**src/logic/pin_function_pkg.sv**
```systemverilog
// Constants for the port D / port E pin function block.
// Assumes a 16-bit register port and a two-bit chip mode input.
package pin_function_pkg;
  // ==========================================================
  // Register offsets (byte addresses, one halfword each)
  localparam logic [3:0] PD_FUNC_OFFSET = 4'h0;
  localparam logic [3:0] PD_DIR_OFFSET  = 4'h2;
  localparam logic [3:0] PE_DIR_OFFSET  = 4'h4;
  localparam logic [3:0] PE_FUNC_OFFSET = 4'h6;
  // ==========================================================
  // Widths and reset values
  localparam int REG_WIDTH = 16;
  localparam int PD_PINS   = 10;
  localparam int PE_PINS   = 16;
  localparam logic [15:0] REG_RESET = 16'h0000;
  // ==========================================================
  // Upper port E function fields
  localparam int PE15_FIELD_HI = 15;
  localparam int PE15_FIELD_LO = 14;
  localparam int PE14_FIELD_HI = 13;
  localparam int PE14_FIELD_LO = 12;
  localparam logic [15:0] PE_FUNC_WRITABLE = 16'hf000;
  localparam int PE15_PIN = 15;
  localparam int PE14_PIN = 14;
  // Field codes
  localparam logic [1:0] FUNC_GPIO = 2'h0;
  localparam logic [1:0] FUNC_DACK = 2'h2;
  localparam logic [1:0] FUNC_AH   = 2'h3;
  // ==========================================================
  // Chip operating mode codes
  localparam logic [1:0] MODE_ROM_OFF_8  = 2'h0;
  localparam logic [1:0] MODE_ROM_OFF_16 = 2'h1;
  localparam logic [1:0] MODE_ROM_ON     = 2'h2;
  localparam logic [1:0] MODE_SINGLE     = 2'h3;
endpackage : pin_function_pkg

```
**src/logic/pin_function_ctrl.sv**
```systemverilog
// Pin function control for port D pins 9..0 and port E pins 15..0.
// Assumes all inputs are synchronous to clk_in and that reset_in is the
// external power-on reset; watchdog reset, standby and sleep never reach it.
//
// The register offsets and strobed register access were chosen for this implementation.
`timescale 1ns/1ps
`default_nettype none

// Summary of operation
// - Port D bit: 0 GPIO, 1 data bus
// - ROM disabled: port D always data bus
// - Single-chip: port D always GPIO
// - Port E direction: 16 bits, 1 output
// - Port E direction only for GPIO/timer
// - Port E direction clears on power-on reset
// - Port E direction survives watchdog, standby, sleep
// - Two port E function registers, upper/lower; only the upper one is in this block
// - Port E functions clear on power-on only
// - Single-chip: port E bus/DMA selections ignored
// - Pin 15 field: 00 GPIO, 10 ack1
// - Pin 14: 00 GPIO, 10 ack0, 11 hold
// - Upper function bits 11..0 read zero
// - Port D function clears on power-on only
// - Port D bits act only ROM-enabled extended
// - Port D GPIO direction: 1 output
module pin_function_ctrl (
  // Clock, reset, enable
  input  wire logic        clk_in,
  input  wire logic        reset_in,
  input  wire logic        ce_in,
  // Chip operating mode
  input  wire logic [1:0]  mode_in,
  // Register port
  input  wire logic [3:0]  addr_in,
  input  wire logic [15:0] wdata_in,
  input  wire logic        wr_in,
  input  wire logic        rd_in,
  output logic      [15:0] rdata_out,
  // Port D sources
  input  wire logic [9:0]  pd_gpio_data_in,
  input  wire logic [9:0]  bus_data_in,
  input  wire logic        bus_data_oe_in,
  // Port E sources
  input  wire logic [15:0] pe_gpio_data_in,
  input  wire logic        dma_ack_channel1_src_in,
  input  wire logic        dma_ack_channel0_src_in,
  input  wire logic        address_hold_src_in,
  // Port D pins
  output logic      [9:0]  pd_pin_out,
  output logic      [9:0]  pd_pin_oe_out,
  output logic      [9:0]  pd_bus_sel_out,
  // Port E pins
  output logic      [15:0] pe_pin_out,
  output logic      [15:0] pe_pin_oe_out
);

  // ==========================================================
  // Registers
  logic [15:0] port_d_low_function_select_reg;   // Port D function bits
  logic [15:0] port_d_low_function_select_next;
  logic [15:0] port_d_low_direction_reg;         // Port D direction
  logic [15:0] port_d_low_direction_next;
  logic [15:0] port_e_direction_reg;             // Port E direction
  logic [15:0] port_e_direction_next;
  logic [15:0] port_e_upper_function_select_reg; // Port E pins 15..14
  logic [15:0] port_e_upper_function_select_next;
  logic [15:0] rdata_next;
  logic [9:0]  pd_pin_next;
  logic [9:0]  pd_oe_next;
  logic [9:0]  pd_sel_next;
  logic [15:0] pe_pin_next;
  logic [15:0] pe_oe_next;
  logic [1:0]  pe15_code;                        // Pin 15 field
  logic [1:0]  pe14_code;                        // Pin 14 field

  assign pe15_code = port_e_upper_function_select_reg[
    pin_function_pkg::PE15_FIELD_HI:pin_function_pkg::PE15_FIELD_LO];
  assign pe14_code = port_e_upper_function_select_reg[
    pin_function_pkg::PE14_FIELD_HI:pin_function_pkg::PE14_FIELD_LO];

  // ==========================================================
  // Register writes and reads
  // Registers clear only on the power-on reset path; the watchdog reset,
  // standby and sleep are not wired here, so contents survive them.
  always_comb begin
    port_d_low_function_select_next   = port_d_low_function_select_reg;
    port_d_low_direction_next         = port_d_low_direction_reg;
    port_e_direction_next             = port_e_direction_reg;
    port_e_upper_function_select_next = port_e_upper_function_select_reg;
    rdata_next                        = 16'h0000;
    // Write decode
    if (wr_in) begin
      case (addr_in)
        pin_function_pkg::PD_FUNC_OFFSET: begin
          port_d_low_function_select_next = wdata_in;
        end
        pin_function_pkg::PD_DIR_OFFSET: begin
          port_d_low_direction_next = wdata_in;
        end
        pin_function_pkg::PE_DIR_OFFSET: begin
          port_e_direction_next = wdata_in;
        end
        pin_function_pkg::PE_FUNC_OFFSET: begin
          // Reserved bits never store, so they read back zero
          port_e_upper_function_select_next =
            wdata_in & pin_function_pkg::PE_FUNC_WRITABLE;
        end
        default: begin
          // Unmapped write is dropped
        end
      endcase
    end
    // Read decode; unmapped reads return zero
    if (rd_in) begin
      case (addr_in)
        pin_function_pkg::PD_FUNC_OFFSET: begin
          rdata_next = port_d_low_function_select_reg;
        end
        pin_function_pkg::PD_DIR_OFFSET: begin
          rdata_next = port_d_low_direction_reg;
        end
        pin_function_pkg::PE_DIR_OFFSET: begin
          rdata_next = port_e_direction_reg;
        end
        pin_function_pkg::PE_FUNC_OFFSET: begin
          rdata_next = port_e_upper_function_select_reg;
        end
        default: begin
          rdata_next = 16'h0000;
        end
      endcase
    end
  end

  // ==========================================================
  // Port D routing
  // Pins 9..0 only; the upper port D pins live in another block.
  always_comb begin
    pd_pin_next = pd_gpio_data_in;
    pd_oe_next  = port_d_low_direction_reg[9:0];
    pd_sel_next = 10'h000;
    case (mode_in)
      pin_function_pkg::MODE_ROM_OFF_8,
      pin_function_pkg::MODE_ROM_OFF_16: begin
        // Function bits ignored: every pin is data bus
        pd_sel_next = 10'h3ff;
      end
      pin_function_pkg::MODE_ROM_ON: begin
        pd_sel_next = port_d_low_function_select_reg[9:0];
      end
      pin_function_pkg::MODE_SINGLE: begin
        pd_sel_next = 10'h000;
      end
      default: begin
        pd_sel_next = 10'h000;
      end
    endcase
    // Bus lines take data and direction from the bus controller
    for (int i = 0; i < pin_function_pkg::PD_PINS; i++) begin
      if (pd_sel_next[i]) begin
        pd_pin_next[i] = bus_data_in[i];
        pd_oe_next[i]  = bus_data_oe_in;
      end
    end
  end

  // ==========================================================
  // Port E routing
  // Lower eight pins are general I/O here: their function register sits
  // outside, and timer pins use the same direction bits anyway.
  always_comb begin
    pe_pin_next = pe_gpio_data_in;
    pe_oe_next  = port_e_direction_reg;
    if (mode_in != pin_function_pkg::MODE_SINGLE) begin
      // Pin 15: only code 10 selects the ack; reserved codes stay GPIO
      if (pe15_code == pin_function_pkg::FUNC_DACK) begin
        pe_pin_next[pin_function_pkg::PE15_PIN] =
          dma_ack_channel1_src_in;
        pe_oe_next[pin_function_pkg::PE15_PIN]  = 1'b1;
      end
      // Pin 14: ack0 or address hold
      case (pe14_code)
        pin_function_pkg::FUNC_DACK: begin
          pe_pin_next[pin_function_pkg::PE14_PIN] =
            dma_ack_channel0_src_in;
          pe_oe_next[pin_function_pkg::PE14_PIN]  = 1'b1;
        end
        pin_function_pkg::FUNC_AH: begin
          pe_pin_next[pin_function_pkg::PE14_PIN] =
            address_hold_src_in;
          pe_oe_next[pin_function_pkg::PE14_PIN]  = 1'b1;
        end
        default: begin
          // General I/O or reserved code
        end
      endcase
    end
    // Single-chip mode leaves both pins on the GPIO path
  end

  // ==========================================================
  // State and output flops
  // Only the power-on reset clears; ce_in low freezes everything.
  always_ff @(posedge clk_in or posedge reset_in) begin
    if (reset_in) begin
      port_d_low_function_select_reg   <= pin_function_pkg::REG_RESET;
      port_d_low_direction_reg         <= pin_function_pkg::REG_RESET;
      port_e_direction_reg             <= pin_function_pkg::REG_RESET;
      port_e_upper_function_select_reg <= pin_function_pkg::REG_RESET;
      rdata_out                        <= 16'h0000;
      pd_pin_out                       <= 10'h000;
      pd_pin_oe_out                    <= 10'h000;
      pd_bus_sel_out                   <= 10'h000;
      pe_pin_out                       <= 16'h0000;
      pe_pin_oe_out                    <= 16'h0000;
    end else if (ce_in) begin
      port_d_low_function_select_reg   <= port_d_low_function_select_next;
      port_d_low_direction_reg         <= port_d_low_direction_next;
      port_e_direction_reg             <= port_e_direction_next;
      port_e_upper_function_select_reg <= port_e_upper_function_select_next;
      rdata_out                        <= rdata_next;
      pd_pin_out                       <= pd_pin_next;
      pd_pin_oe_out                    <= pd_oe_next;
      pd_bus_sel_out                   <= pd_sel_next;
      pe_pin_out                       <= pe_pin_next;
      pe_pin_oe_out                    <= pe_oe_next;
    end
  end
endmodule : pin_function_ctrl

`default_nettype wire

```
**config.mk**
```make
export PLATFORM = sky130hd
export DESIGN_NAME = pin_function_ctrl
export DESIGN_NICKNAME = d
export VERILOG_FILES = /design/src/logic/pin_function_pkg.sv /design/src/logic/pin_function_ctrl.sv
export SDC_FILE = /design/constraint.sdc
export NUM_CORES = 1
export LEC_CHECK = 0
export CAP_MARGIN = 15
export CORE_AREA = 2 2 104 106
export DETAILED_ROUTE_END_ITERATION = 10
export DIE_AREA = 0 0 106 108
export DONT_BUFFER_PORTS = 1
export PLACE_DENSITY = 0.81
export SLEW_MARGIN = 20
export SYNTH_ARGS = -nofsm -noshare
export SYNTH_HDL_FRONTEND = slang
export SYNTH_SLANG_ARGS = --single-unit
```
**constraint.sdc**
```tcl
create_clock -name clk_in -period 9.8 [get_ports clk_in]
set_clock_uncertainty 0.05 [all_clocks]
set_input_delay 1.47 -clock clk_in [delete_from_list [all_inputs] [get_ports clk_in]]
set_output_delay 1.47 -clock clk_in [all_outputs]
set_load 0.02 [all_outputs]
```
==> key figures, run 1 <==
Finish
  – Antenna diodes: 0
  – Most frequent cells in the layout: dfrtp_1, mux2_2, o21ai_0
  – Commonest non-fill, non-tap cell in the layout: dfrtp_1
  – Final instance count without filler cells: 601
  – Nets: 519
  – Synthesis-to-layout area growth: 10.6%
  – Layout cells sized above 1: 29.2%
  – Filler Cell Count: 775

Global routing
  – Congestion Overflow GR: 0
  – Largest net degree at the start of global routing: 115
  – First-pass GRT wire length: approximately 20000 µm
  – Vias in the first global route: 3829
  – Tot GR Track Use: 22.6%
  – Initial antenna violation count: 0

Routing
  – Drt total wl: approximately 13000 µm
  – Initial DRC count: ~200
  – Post-DRT Antenna Nets: 0
  – Drt via density: 6.02
  – Drt wl/cell: around 21 µm
  – DRC viols: 0
  – Via count: 3616
  – Initial DRT Pass Iterations: 6

Job
  – Max-cap violation count: 0

Pwr
  – Leak pwr: 2.83 nW
  – Peak VDD IR: ~0.00011 V
  – Pwr/cell area: between 200 and 250 mW/mm²
  – Pwr Total: around 1.4 mW

Synth
  – Avg Cell Area, Syn: 12.5 µm²
  – Synth Warn #: 0
  – FFs w/ async S/R, synth: 100%
  – Register bit count reported by yosys: 130
  – Gate Count Post-Synth: approximately 460
  – Distinct cells, synth: 31
  – Synth Net Count: between 500 and 600
  – Seq/Total Area, Yosys: between 50 and 60%
  – Synth Cell Area: 0.00575 mm²
  – EDFF count, synth: 0
  – Primary FF master, synth: dfrtp_1

Clock tree
  – CTS Hold Buffers Added: 0
  – CTS tree: done
  – Clk root buf: clkbuf_8
  – Post-CTS sizing: 0
  – Clock latency on the worst-skew pair: 0.52 ns
  – TritonCTS Sinks: 130
  – Total CTS buffers: 17
  – CTS clk-pin slew, worst paths: 0.06 ns
  – CTS H-tree lvls: 4
  – Clk buf depth: 2
  – Post-CTS setup buffers: 0

Setup path
  – WP data arrival: 1.03 ns
  – WS Path Type: reg -> out
  – Worst Path Max Fanout: 2
  – Setup crit start kind: register
  – Required @ worst endpoint: 8.28 ns
  – Worst Setup End Kind: output pin

Floorplanning
  – Die Ht: 108 µm
  – Die X: between 100 and 150 µm
  – # IOs: 145
  – Die area: ~0.011 mm²
  – Core area: 0.0102 mm²
  – Initial core utilization: between 50% and 60%
  – # rows: 37

STA
  – Max Fclk: 393 MHz
  – RSZ-0062 raised after global routing: no
  – Setup violators final: 0
  – Worst-Margin Slew: 0.748 ns
  – Slew HR: approximately 50%
  – Tcrit/Tclk final: 26.0%
  – Final Hold Vio Count: 0
  – Max-slew violation count: 0
  – Setup tns final: 0 ns
  – Final min period: 2.55 ns

Outcome
  – Status: finished clean

Placement
  – Placed cells: 569
  – HPWL after DPL: 8200 µm
  – Gpl congestion: 0.789
  – Port-buffer cells: 0

Worst hold path
  – Hold Path Class: reg -> reg
where the power goes:
part           total [mW]  switching, mW  internal (mW)  leakage [nW]
Clock               0.579          0.241          0.337         0.260
Combinational       0.148         0.0565         0.0919         0.942
Sequential          0.719          0.106          0.614          1.63
Total                1.45          0.403           1.04          2.83
synth_stat cells (9+ instances only):
library cell	instances	area, µm²
o22ai_1	16	100
nor2_1	25	93.8
clkbuf_1	12	45.0
nor2b_1	11	68.8
mux2_4	20	300
buf_2	9	45.0
mux2_2	72	811
inv_1	30	113
o21ai_0	40	200
nand3b_1	20	150
mux2i_1	9	90.1
dfrtp_1	130	3250
a22oi_1	12	90.1
a31oi_1	22	138
per-layer routing:
layer / part of all wire (%) / global-route usage (%) / up-vias
met2: 46 / 35.0 / 173
met1: 41 / 28.5 / 1790
met5: 0 / 0 / -
li1: - / - / 1628
met3: 10 / 9.46 / 25
met4: 2.1 / 8.55 / 0
path summary, 6_finish.rpt:
kind                                                     from                            endpoint  slack (ns)  cells after the start
setup / recovery                                 rdata_out[0]                        rdata_out[0]        7.25                      0
hold / removal             port_d_low_function_select_reg[10]  port_d_low_function_select_reg[10]        0.46                      1
setup reg to reg            port_d_low_function_select_reg[8]                       pd_pin_out[8]        8.59                      3
hold reg to reg            port_d_low_function_select_reg[10]  port_d_low_function_select_reg[10]        0.46                      1
max in group asynchronous                            reset_in                       pe_pin_out[2]        7.69                      2
min in group asynchronous                            reset_in                    pe_pin_oe_out[8]        0.85                      1
kinds of logic after synthesis:
family | Yosys count | share of synthesized area, %
flops | 130 | 56.6
mux | 101 | 20.9
compound gates | 100 | 10.5
simple gates | 69 | 7.60
buf+inv | 58 | 4.38
final cells by class:
type | count | area, µm² | share of cell area [%]
clock buffers | 17 | 414 | 6.52
clock inverters | 15 | 136 | 2.15
inverters | 30 | 118 | 1.85
multi-input cells | 270 | 2240 | 35.3
flip-flops and latches | 130 | 3250 | 51.2
well taps | 136 | 170 | 2.68
repair buffers | 3 | 22.5 | 0.354
per-stage QoR:
step	cell area [µm²]	setup slack, ns	utilization, %	hold slack [ns]
finish	6350	7.25	62.1	0.460
global route	6350	7.23	62.1	0.480
CTS	6350	7.24	62.1	0.459
detailed placement	5800	7.05	56.7	0.443
global placement	5800	7.11	56.7	0.432
floorplan	5750	4.81	-	0.424
Power figures use the tool's default switching activity.
==> run 2: changes to the inputs <==
clock period = 2.6 ns   (was 9.8 ns; I/O delays follow)
==> run 2 against run 1 <==
- routed wire length is 6.4% higher
- die area stayed put
- largest cell class unchanged
- clock power grew to 4.5 times the previous value
- critical path type is now reg -> reg
- highest routed layer unchanged
- setup slack worse by 6.6 ns
- sequential share of layout area is 5.0 points lower
- register-to-register slack worse by 7.9 ns
- global-route usage is 1.9 points higher
- sequential power grew to 3.8 times the previous value
- count of clock-buffer cells in the layout is 6 higher
- power grew to 4.2 times the previous value
- first-iteration DRC count is 32% higher
==> key figures, run 2 (synthesis gave the netlist of run 1 again) <==
Setup path
  – Worst R2R Setup Slack: 0.68 ns
  – WP data arrival: 2.26 ns
  – WS Path Type: reg -> reg
  – Worst Path Max Fanout: 2
  – Required @ worst endpoint: slightly below 3 ns
  – Worst Setup End Kind: register
  – Reg2reg path depth: 4
  – Setup crit start kind: register

Finish
  – Most frequent cells in the layout: dfrtp_1, mux2_2, dlygate4sd3_1
  – Filler Cell Count: 674
  – Multi-input logic area: 0.00224 mm²
  – Synthesis-to-layout area growth: 22.6%
  – Post-route core utilization: ~70%
  – Commonest non-fill, non-tap cell in the layout: dfrtp_1
  – Antenna diodes: 0
  – Layout cells sized above 1: between 20% and 30%
  – Sequential Area: 0.00325 mm²
  – Final non-filler cell area: 0.00704 mm²
  – Final instance count without filler cells: 653
  – Nets: 572

Pwr
  – Sequential power share: 45.0%
  – Comb pwr share: 11.3%
  – Net switching power: ~1.5 mW
  – Leak pwr: 3.13 nW
  – Sw frac: 24.9%
  – Pwr/cell area: roughly 860 mW/mm²
  – Peak VDD IR: 0.000468 V
  – Internal Dissipation: 4.53 mW
  – Clock power share: 43.7%
  – Pwr Total: 6.03 mW

Placement
  – Port-buffer cells: 0
  – HPWL after DPL: 8230 µm
  – Placed instance area: 0.00584 mm²
  – Placed cells: 570
  – Gpl congestion: 0.815
  – Place WS: 0.934 ns

STA
  – Max-slew violation count: 0
  – Final Hold Vio Count: 0
  – RSZ-0062 raised after global routing: no
  – Setup tns final: 0 ns
  – Tcrit/Tclk final: between 70% and 80%
  – Slew HR: between 40% and 50%
  – Final min period: 1.92 ns
  – Hold_ws: 0.0146 ns
  – Worst-Margin Slew: 0.818 ns
  – Final worst slack: 0.679 ns
  – Max Fclk: around 520 MHz
  – Setup violators final: 0

Job
  – Max-cap violation count: 0

Floorplanning
  – Die area: 0.0114 mm²
  – Die X: approximately 110 µm
  – Initial core utilization: 56.2%
  – Die Ht: 108 µm
  – # IOs: approximately 150
  – # rows: 37
  – Core area: 0.0102 mm²

Clock tree
  – TritonCTS Sinks: 130
  – CTS clk-pin slew, worst paths: 0.06 ns
  – Total CTS buffers: 17
  – Clk buf depth: 2
  – Clock latency on the worst-skew pair: 0.51 ns
  – CTS H-tree lvls: 4
  – CTS tree: done
  – Clk root buf: clkbuf_8

Routing
  – Initial DRT Pass Iterations: 4
  – Drt wl/cell: slightly above 20 µm
  – Initial DRC count: 259
  – DRC viols: 0
  – Via count: 3835
  – Drt via density: 5.87
  – Drt total wl: about 13000 µm
  – Post-DRT Antenna Nets: 0

Global routing
  – Initial antenna violation count: 0
  – Tot GR Track Use: 24.4%
  – Congestion Overflow GR: 0
  – Largest net degree at the start of global routing: between 90 and 100
  – Vias in the first global route: 4039
  – First-pass GRT wire length: about 21000 µm

Outcome
  – Status: finished clean

Worst hold path
  – Hold Crit Depth: 2
  – Hold Path Class: in -> reg
run 2: cell types whose count changed in the layout (fill, tap and decap cells not counted), sizes merged:
cell	previous run	this run
buf	3	5
inv	32	29
dlygate4sd3	0	51
clkinv	8	2
clkbuf	17	23
clkinvlp	4	2
bufinv	1	5
run 2: power groups by stage:
stage	clock network (mW)	logic (mW)	registers, mW
2_1_floorplan	0	0.523	2.65
3_3_place_gp	0	0.542	2.72
3_5_place_dp	0	0.573	2.74
4_1_cts	2.66	0.686	2.71
5_1_grt	2.77	0.754	2.75
6_report	2.63	0.683	2.71
run 2: worst paths after layout:
kind | start | endpoint
max | pd_pin_out[6] | pd_pin_out[6]
max in group asynchronous | reset_in | port_e_upper_function_select_reg[14]
min | pd_gpio_data_in[5] | pd_pin_out[5]
min reg2reg | port_d_low_function_select_reg[13] | port_d_low_function_select_reg[13]
min in group asynchronous | reset_in | port_e_direction_reg[9]
max reg2reg | pd_pin_out[6] | pd_pin_out[6]
run 2: repair_timing:
item | 4_1_cts | 5_1_grt
hold endpoints to repair | 162 | 0
gates resized for setup | 0 | 0
hold buffers | 52 | 0
buffers inserted | 0 | 0
run 2: final cells by class:
cell class	count	area share (%)
Sequential cell	130	46.2
Multi-Input combinational cell	270	31.8
Clock buffer	23	7.05
Tap cell	136	2.42
Timing Repair Buffer	56	8.42
Inverter	30	1.65
Clock inverter	8	2.43
run 2: layer usage:
layer  vias up  wire length (µm)  global-route usage [%]  share of wire [%]
li1       1737                 -                       -                  -
met1      1938              5810                    32.0                 44
met2       148              6450                    39.8                 48
met3        12               919                    6.51                6.9
met4         0               162                    8.65                1.2
met5         -                 0                       0                  0
run 2: critical path, stage by stage (launching register included):
cell	delay (ns)
dfrtp_1	0.46
nor2_1	0.12
dlygate4sd3_1	0.55
a31oi_1	0.04
dlygate4sd3_1	0.58
==> run 3: changes to the inputs <==
clock period = 1.9 ns   (was 2.6 ns; I/O delays follow)
==> run 3 against run 2 <==
- via count increased by 2.3%
- largest power group unchanged
- critical path depth unchanged
- combinational power increased by 42%
==> key figures, run 3 (synthesis gave the netlist of run 1 again) <==
Outcome
  – Status: finished clean

Global routing
  – First-pass GRT wire length: 21200 µm
  – Vias in the first global route: approximately 4100
  – Congestion Overflow GR: 0
  – Initial antenna violation count: 1
  – Largest net degree at the start of global routing: 131
  – Tot GR Track Use: 24.4%

Clock tree
  – Clock latency on the worst-skew pair: 0.50 ns
  – Clk buf depth: 2
  – CTS tree: done
  – Clk root buf: clkbuf_8
  – Total CTS buffers: 17
  – CTS H-tree lvls: 4
  – CTS clk-pin slew, worst paths: 0.06 ns
  – Post-CTS setup buffers: 0
  – TritonCTS Sinks: 130

Finish
  – Nets: 582
  – Multi-input logic area: 0.00224 mm²
  – Layout cells sized above 1: 25.6%
  – Most frequent cells in the layout: dfrtp_1, mux2_2, dlygate4sd3_1
  – Synthesis-to-layout area growth: 22.0%
  – Commonest non-fill, non-tap cell in the layout: dfrtp_1
  – Sequential Area: ~0.0033 mm²
  – Filler Cell Count: between 700 and 800

Floorplanning
  – Core area: 0.0102 mm²
  – Die area: 0.0114 mm²
  – Initial core utilization: 56.2%
  – Die Ht: 108 µm
  – Die X: 106 µm
  – # IOs: 145
  – # rows: 37

Pwr
  – Pwr/cell area: 1090 mW/mm²
  – Leak pwr: 3.11 nW
  – Peak VDD IR: between 0.0006 and 0.0007 V
  – Pwr Total: 7.63 mW

Placement
  – Place WS: 0.355 ns
  – Port-buffer cells: 0
  – HPWL after DPL: 8140 µm
  – Gpl congestion: 0.835

Setup path
  – WS Path Type: reg -> reg
  – Required @ worst endpoint: 2.29 ns
  – Reg2reg path depth: 4
  – Worst Setup End Kind: register
  – Worst R2R Setup Slack: 0.14 ns
  – Worst Path Max Fanout: 5
  – WP data arrival: 2.15 ns
  – Setup crit start kind: register

Routing
  – Drt total wl: around 13000 µm
  – Via count: 3923
  – Drt via density: a little under 6
  – Post-DRT Antenna Nets: 0
  – DRC viols: 0
  – Initial DRT Pass Iterations: 4
  – Drt wl/cell: between 20 and 25 µm
  – Initial DRC count: 249

Worst hold path
  – Hold Crit Depth: 3
  – Hold Path Class: in -> reg

STA
  – Setup violators final: 0
  – Worst-Margin Slew: 0.744 ns
  – Final worst slack: 0.139 ns
  – Setup tns final: 0 ns
  – Final min period: 1.76 ns
  – Final Hold Vio Count: 0
  – Slew HR: between 50 and 60%
  – Tcrit/Tclk final: 92.7%
  – RSZ-0062 raised after global routing: no
  – Max-slew violation count: 0
  – Max Fclk: approximately 570 MHz

Job
  – Max-cap violation count: 0
[run 3: cell types whose count changed in the layout (fill, tap and decap cells not counted), sizes merged]
cell	change
dlygate4sd3	+10
bufinv	-4
clkinv	+3
clkinvlp	+2
diode	+1
[run 3: routing by layer]
layer,routed length [µm],up-vias,global-route usage [%]
met1,5330,1992,30.1
met2,6750,160,40.3
met4,161,0,8.83
met3,1190,14,8.20
met5,0,-,0
li1,-,1757,-
[run 3: final timing paths]
kind | from | endpoint
worst max-delay path | port_d_low_function_select_reg[7] | pd_pin_oe_out[7]
worst min-delay path | mode_in[0] | pd_bus_sel_out[6]
worst max register to register | port_d_low_function_select_reg[7] | pd_pin_oe_out[7]
worst min register to register | port_d_low_function_select_reg[13] | port_d_low_function_select_reg[13]
max in group asynchronous | reset_in | pe_pin_out[11]
min in group asynchronous | reset_in | pe_pin_oe_out[3]
[run 3: area by class of cell]
cell class | count | share of cell area [%]
Antenna cell | 1 | 0.0357
Sequential cell | 130 | 46.4
Timing Repair Buffer | 66 | 9.71
Multi-Input combinational cell | 270 | 32.0
Clock inverter | 9 | 1.16
Clock buffer | 23 | 6.66
Tap cell | 136 | 2.43
Inverter | 30 | 1.66
[run 3: repair_timing]
action	in CTS	in global routing
hold buffers	62	0
endpoints found under the hold margin	260	0
endpoints found under the setup margin	0	0
resized for setup	0	0
[run 3: worst max-delay path: stages, from the launching register on]
cell	delay (ns)
dfrtp_1	0.40
nor2b_1	0.35
o21ai_0	0.14
a31oi_1	0.20
dlygate4sd3_1	0.56
[run 3: stage by stage]
| stage | hold slack, ns | cells | instance area [µm²] | util, % |
|---|---|---|---|---|
| after floorplan | 0.384 | 458 | 5750 | - |
| after global placement | 0.331 | 570 | 5820 | 56.9 |
| after detailed placement | 0.334 | 570 | 5820 | 56.9 |
| after CTS | 0.00831 | 664 | 7010 | 68.5 |
| after global routing | 0.0602 | 665 | 7010 | 68.5 |
| final | 0.0510 | 665 | 7010 | 68.5 |
[run 3: power by group]
group | internal [mW] | total [mW] | switching [mW] | leakage (nW)
Combinational | 0.598 | 0.967 | 0.369 | 1.22
Clock | 1.83 | 2.95 | 1.13 | 0.264
Sequential | 3.17 | 3.71 | 0.542 | 1.63
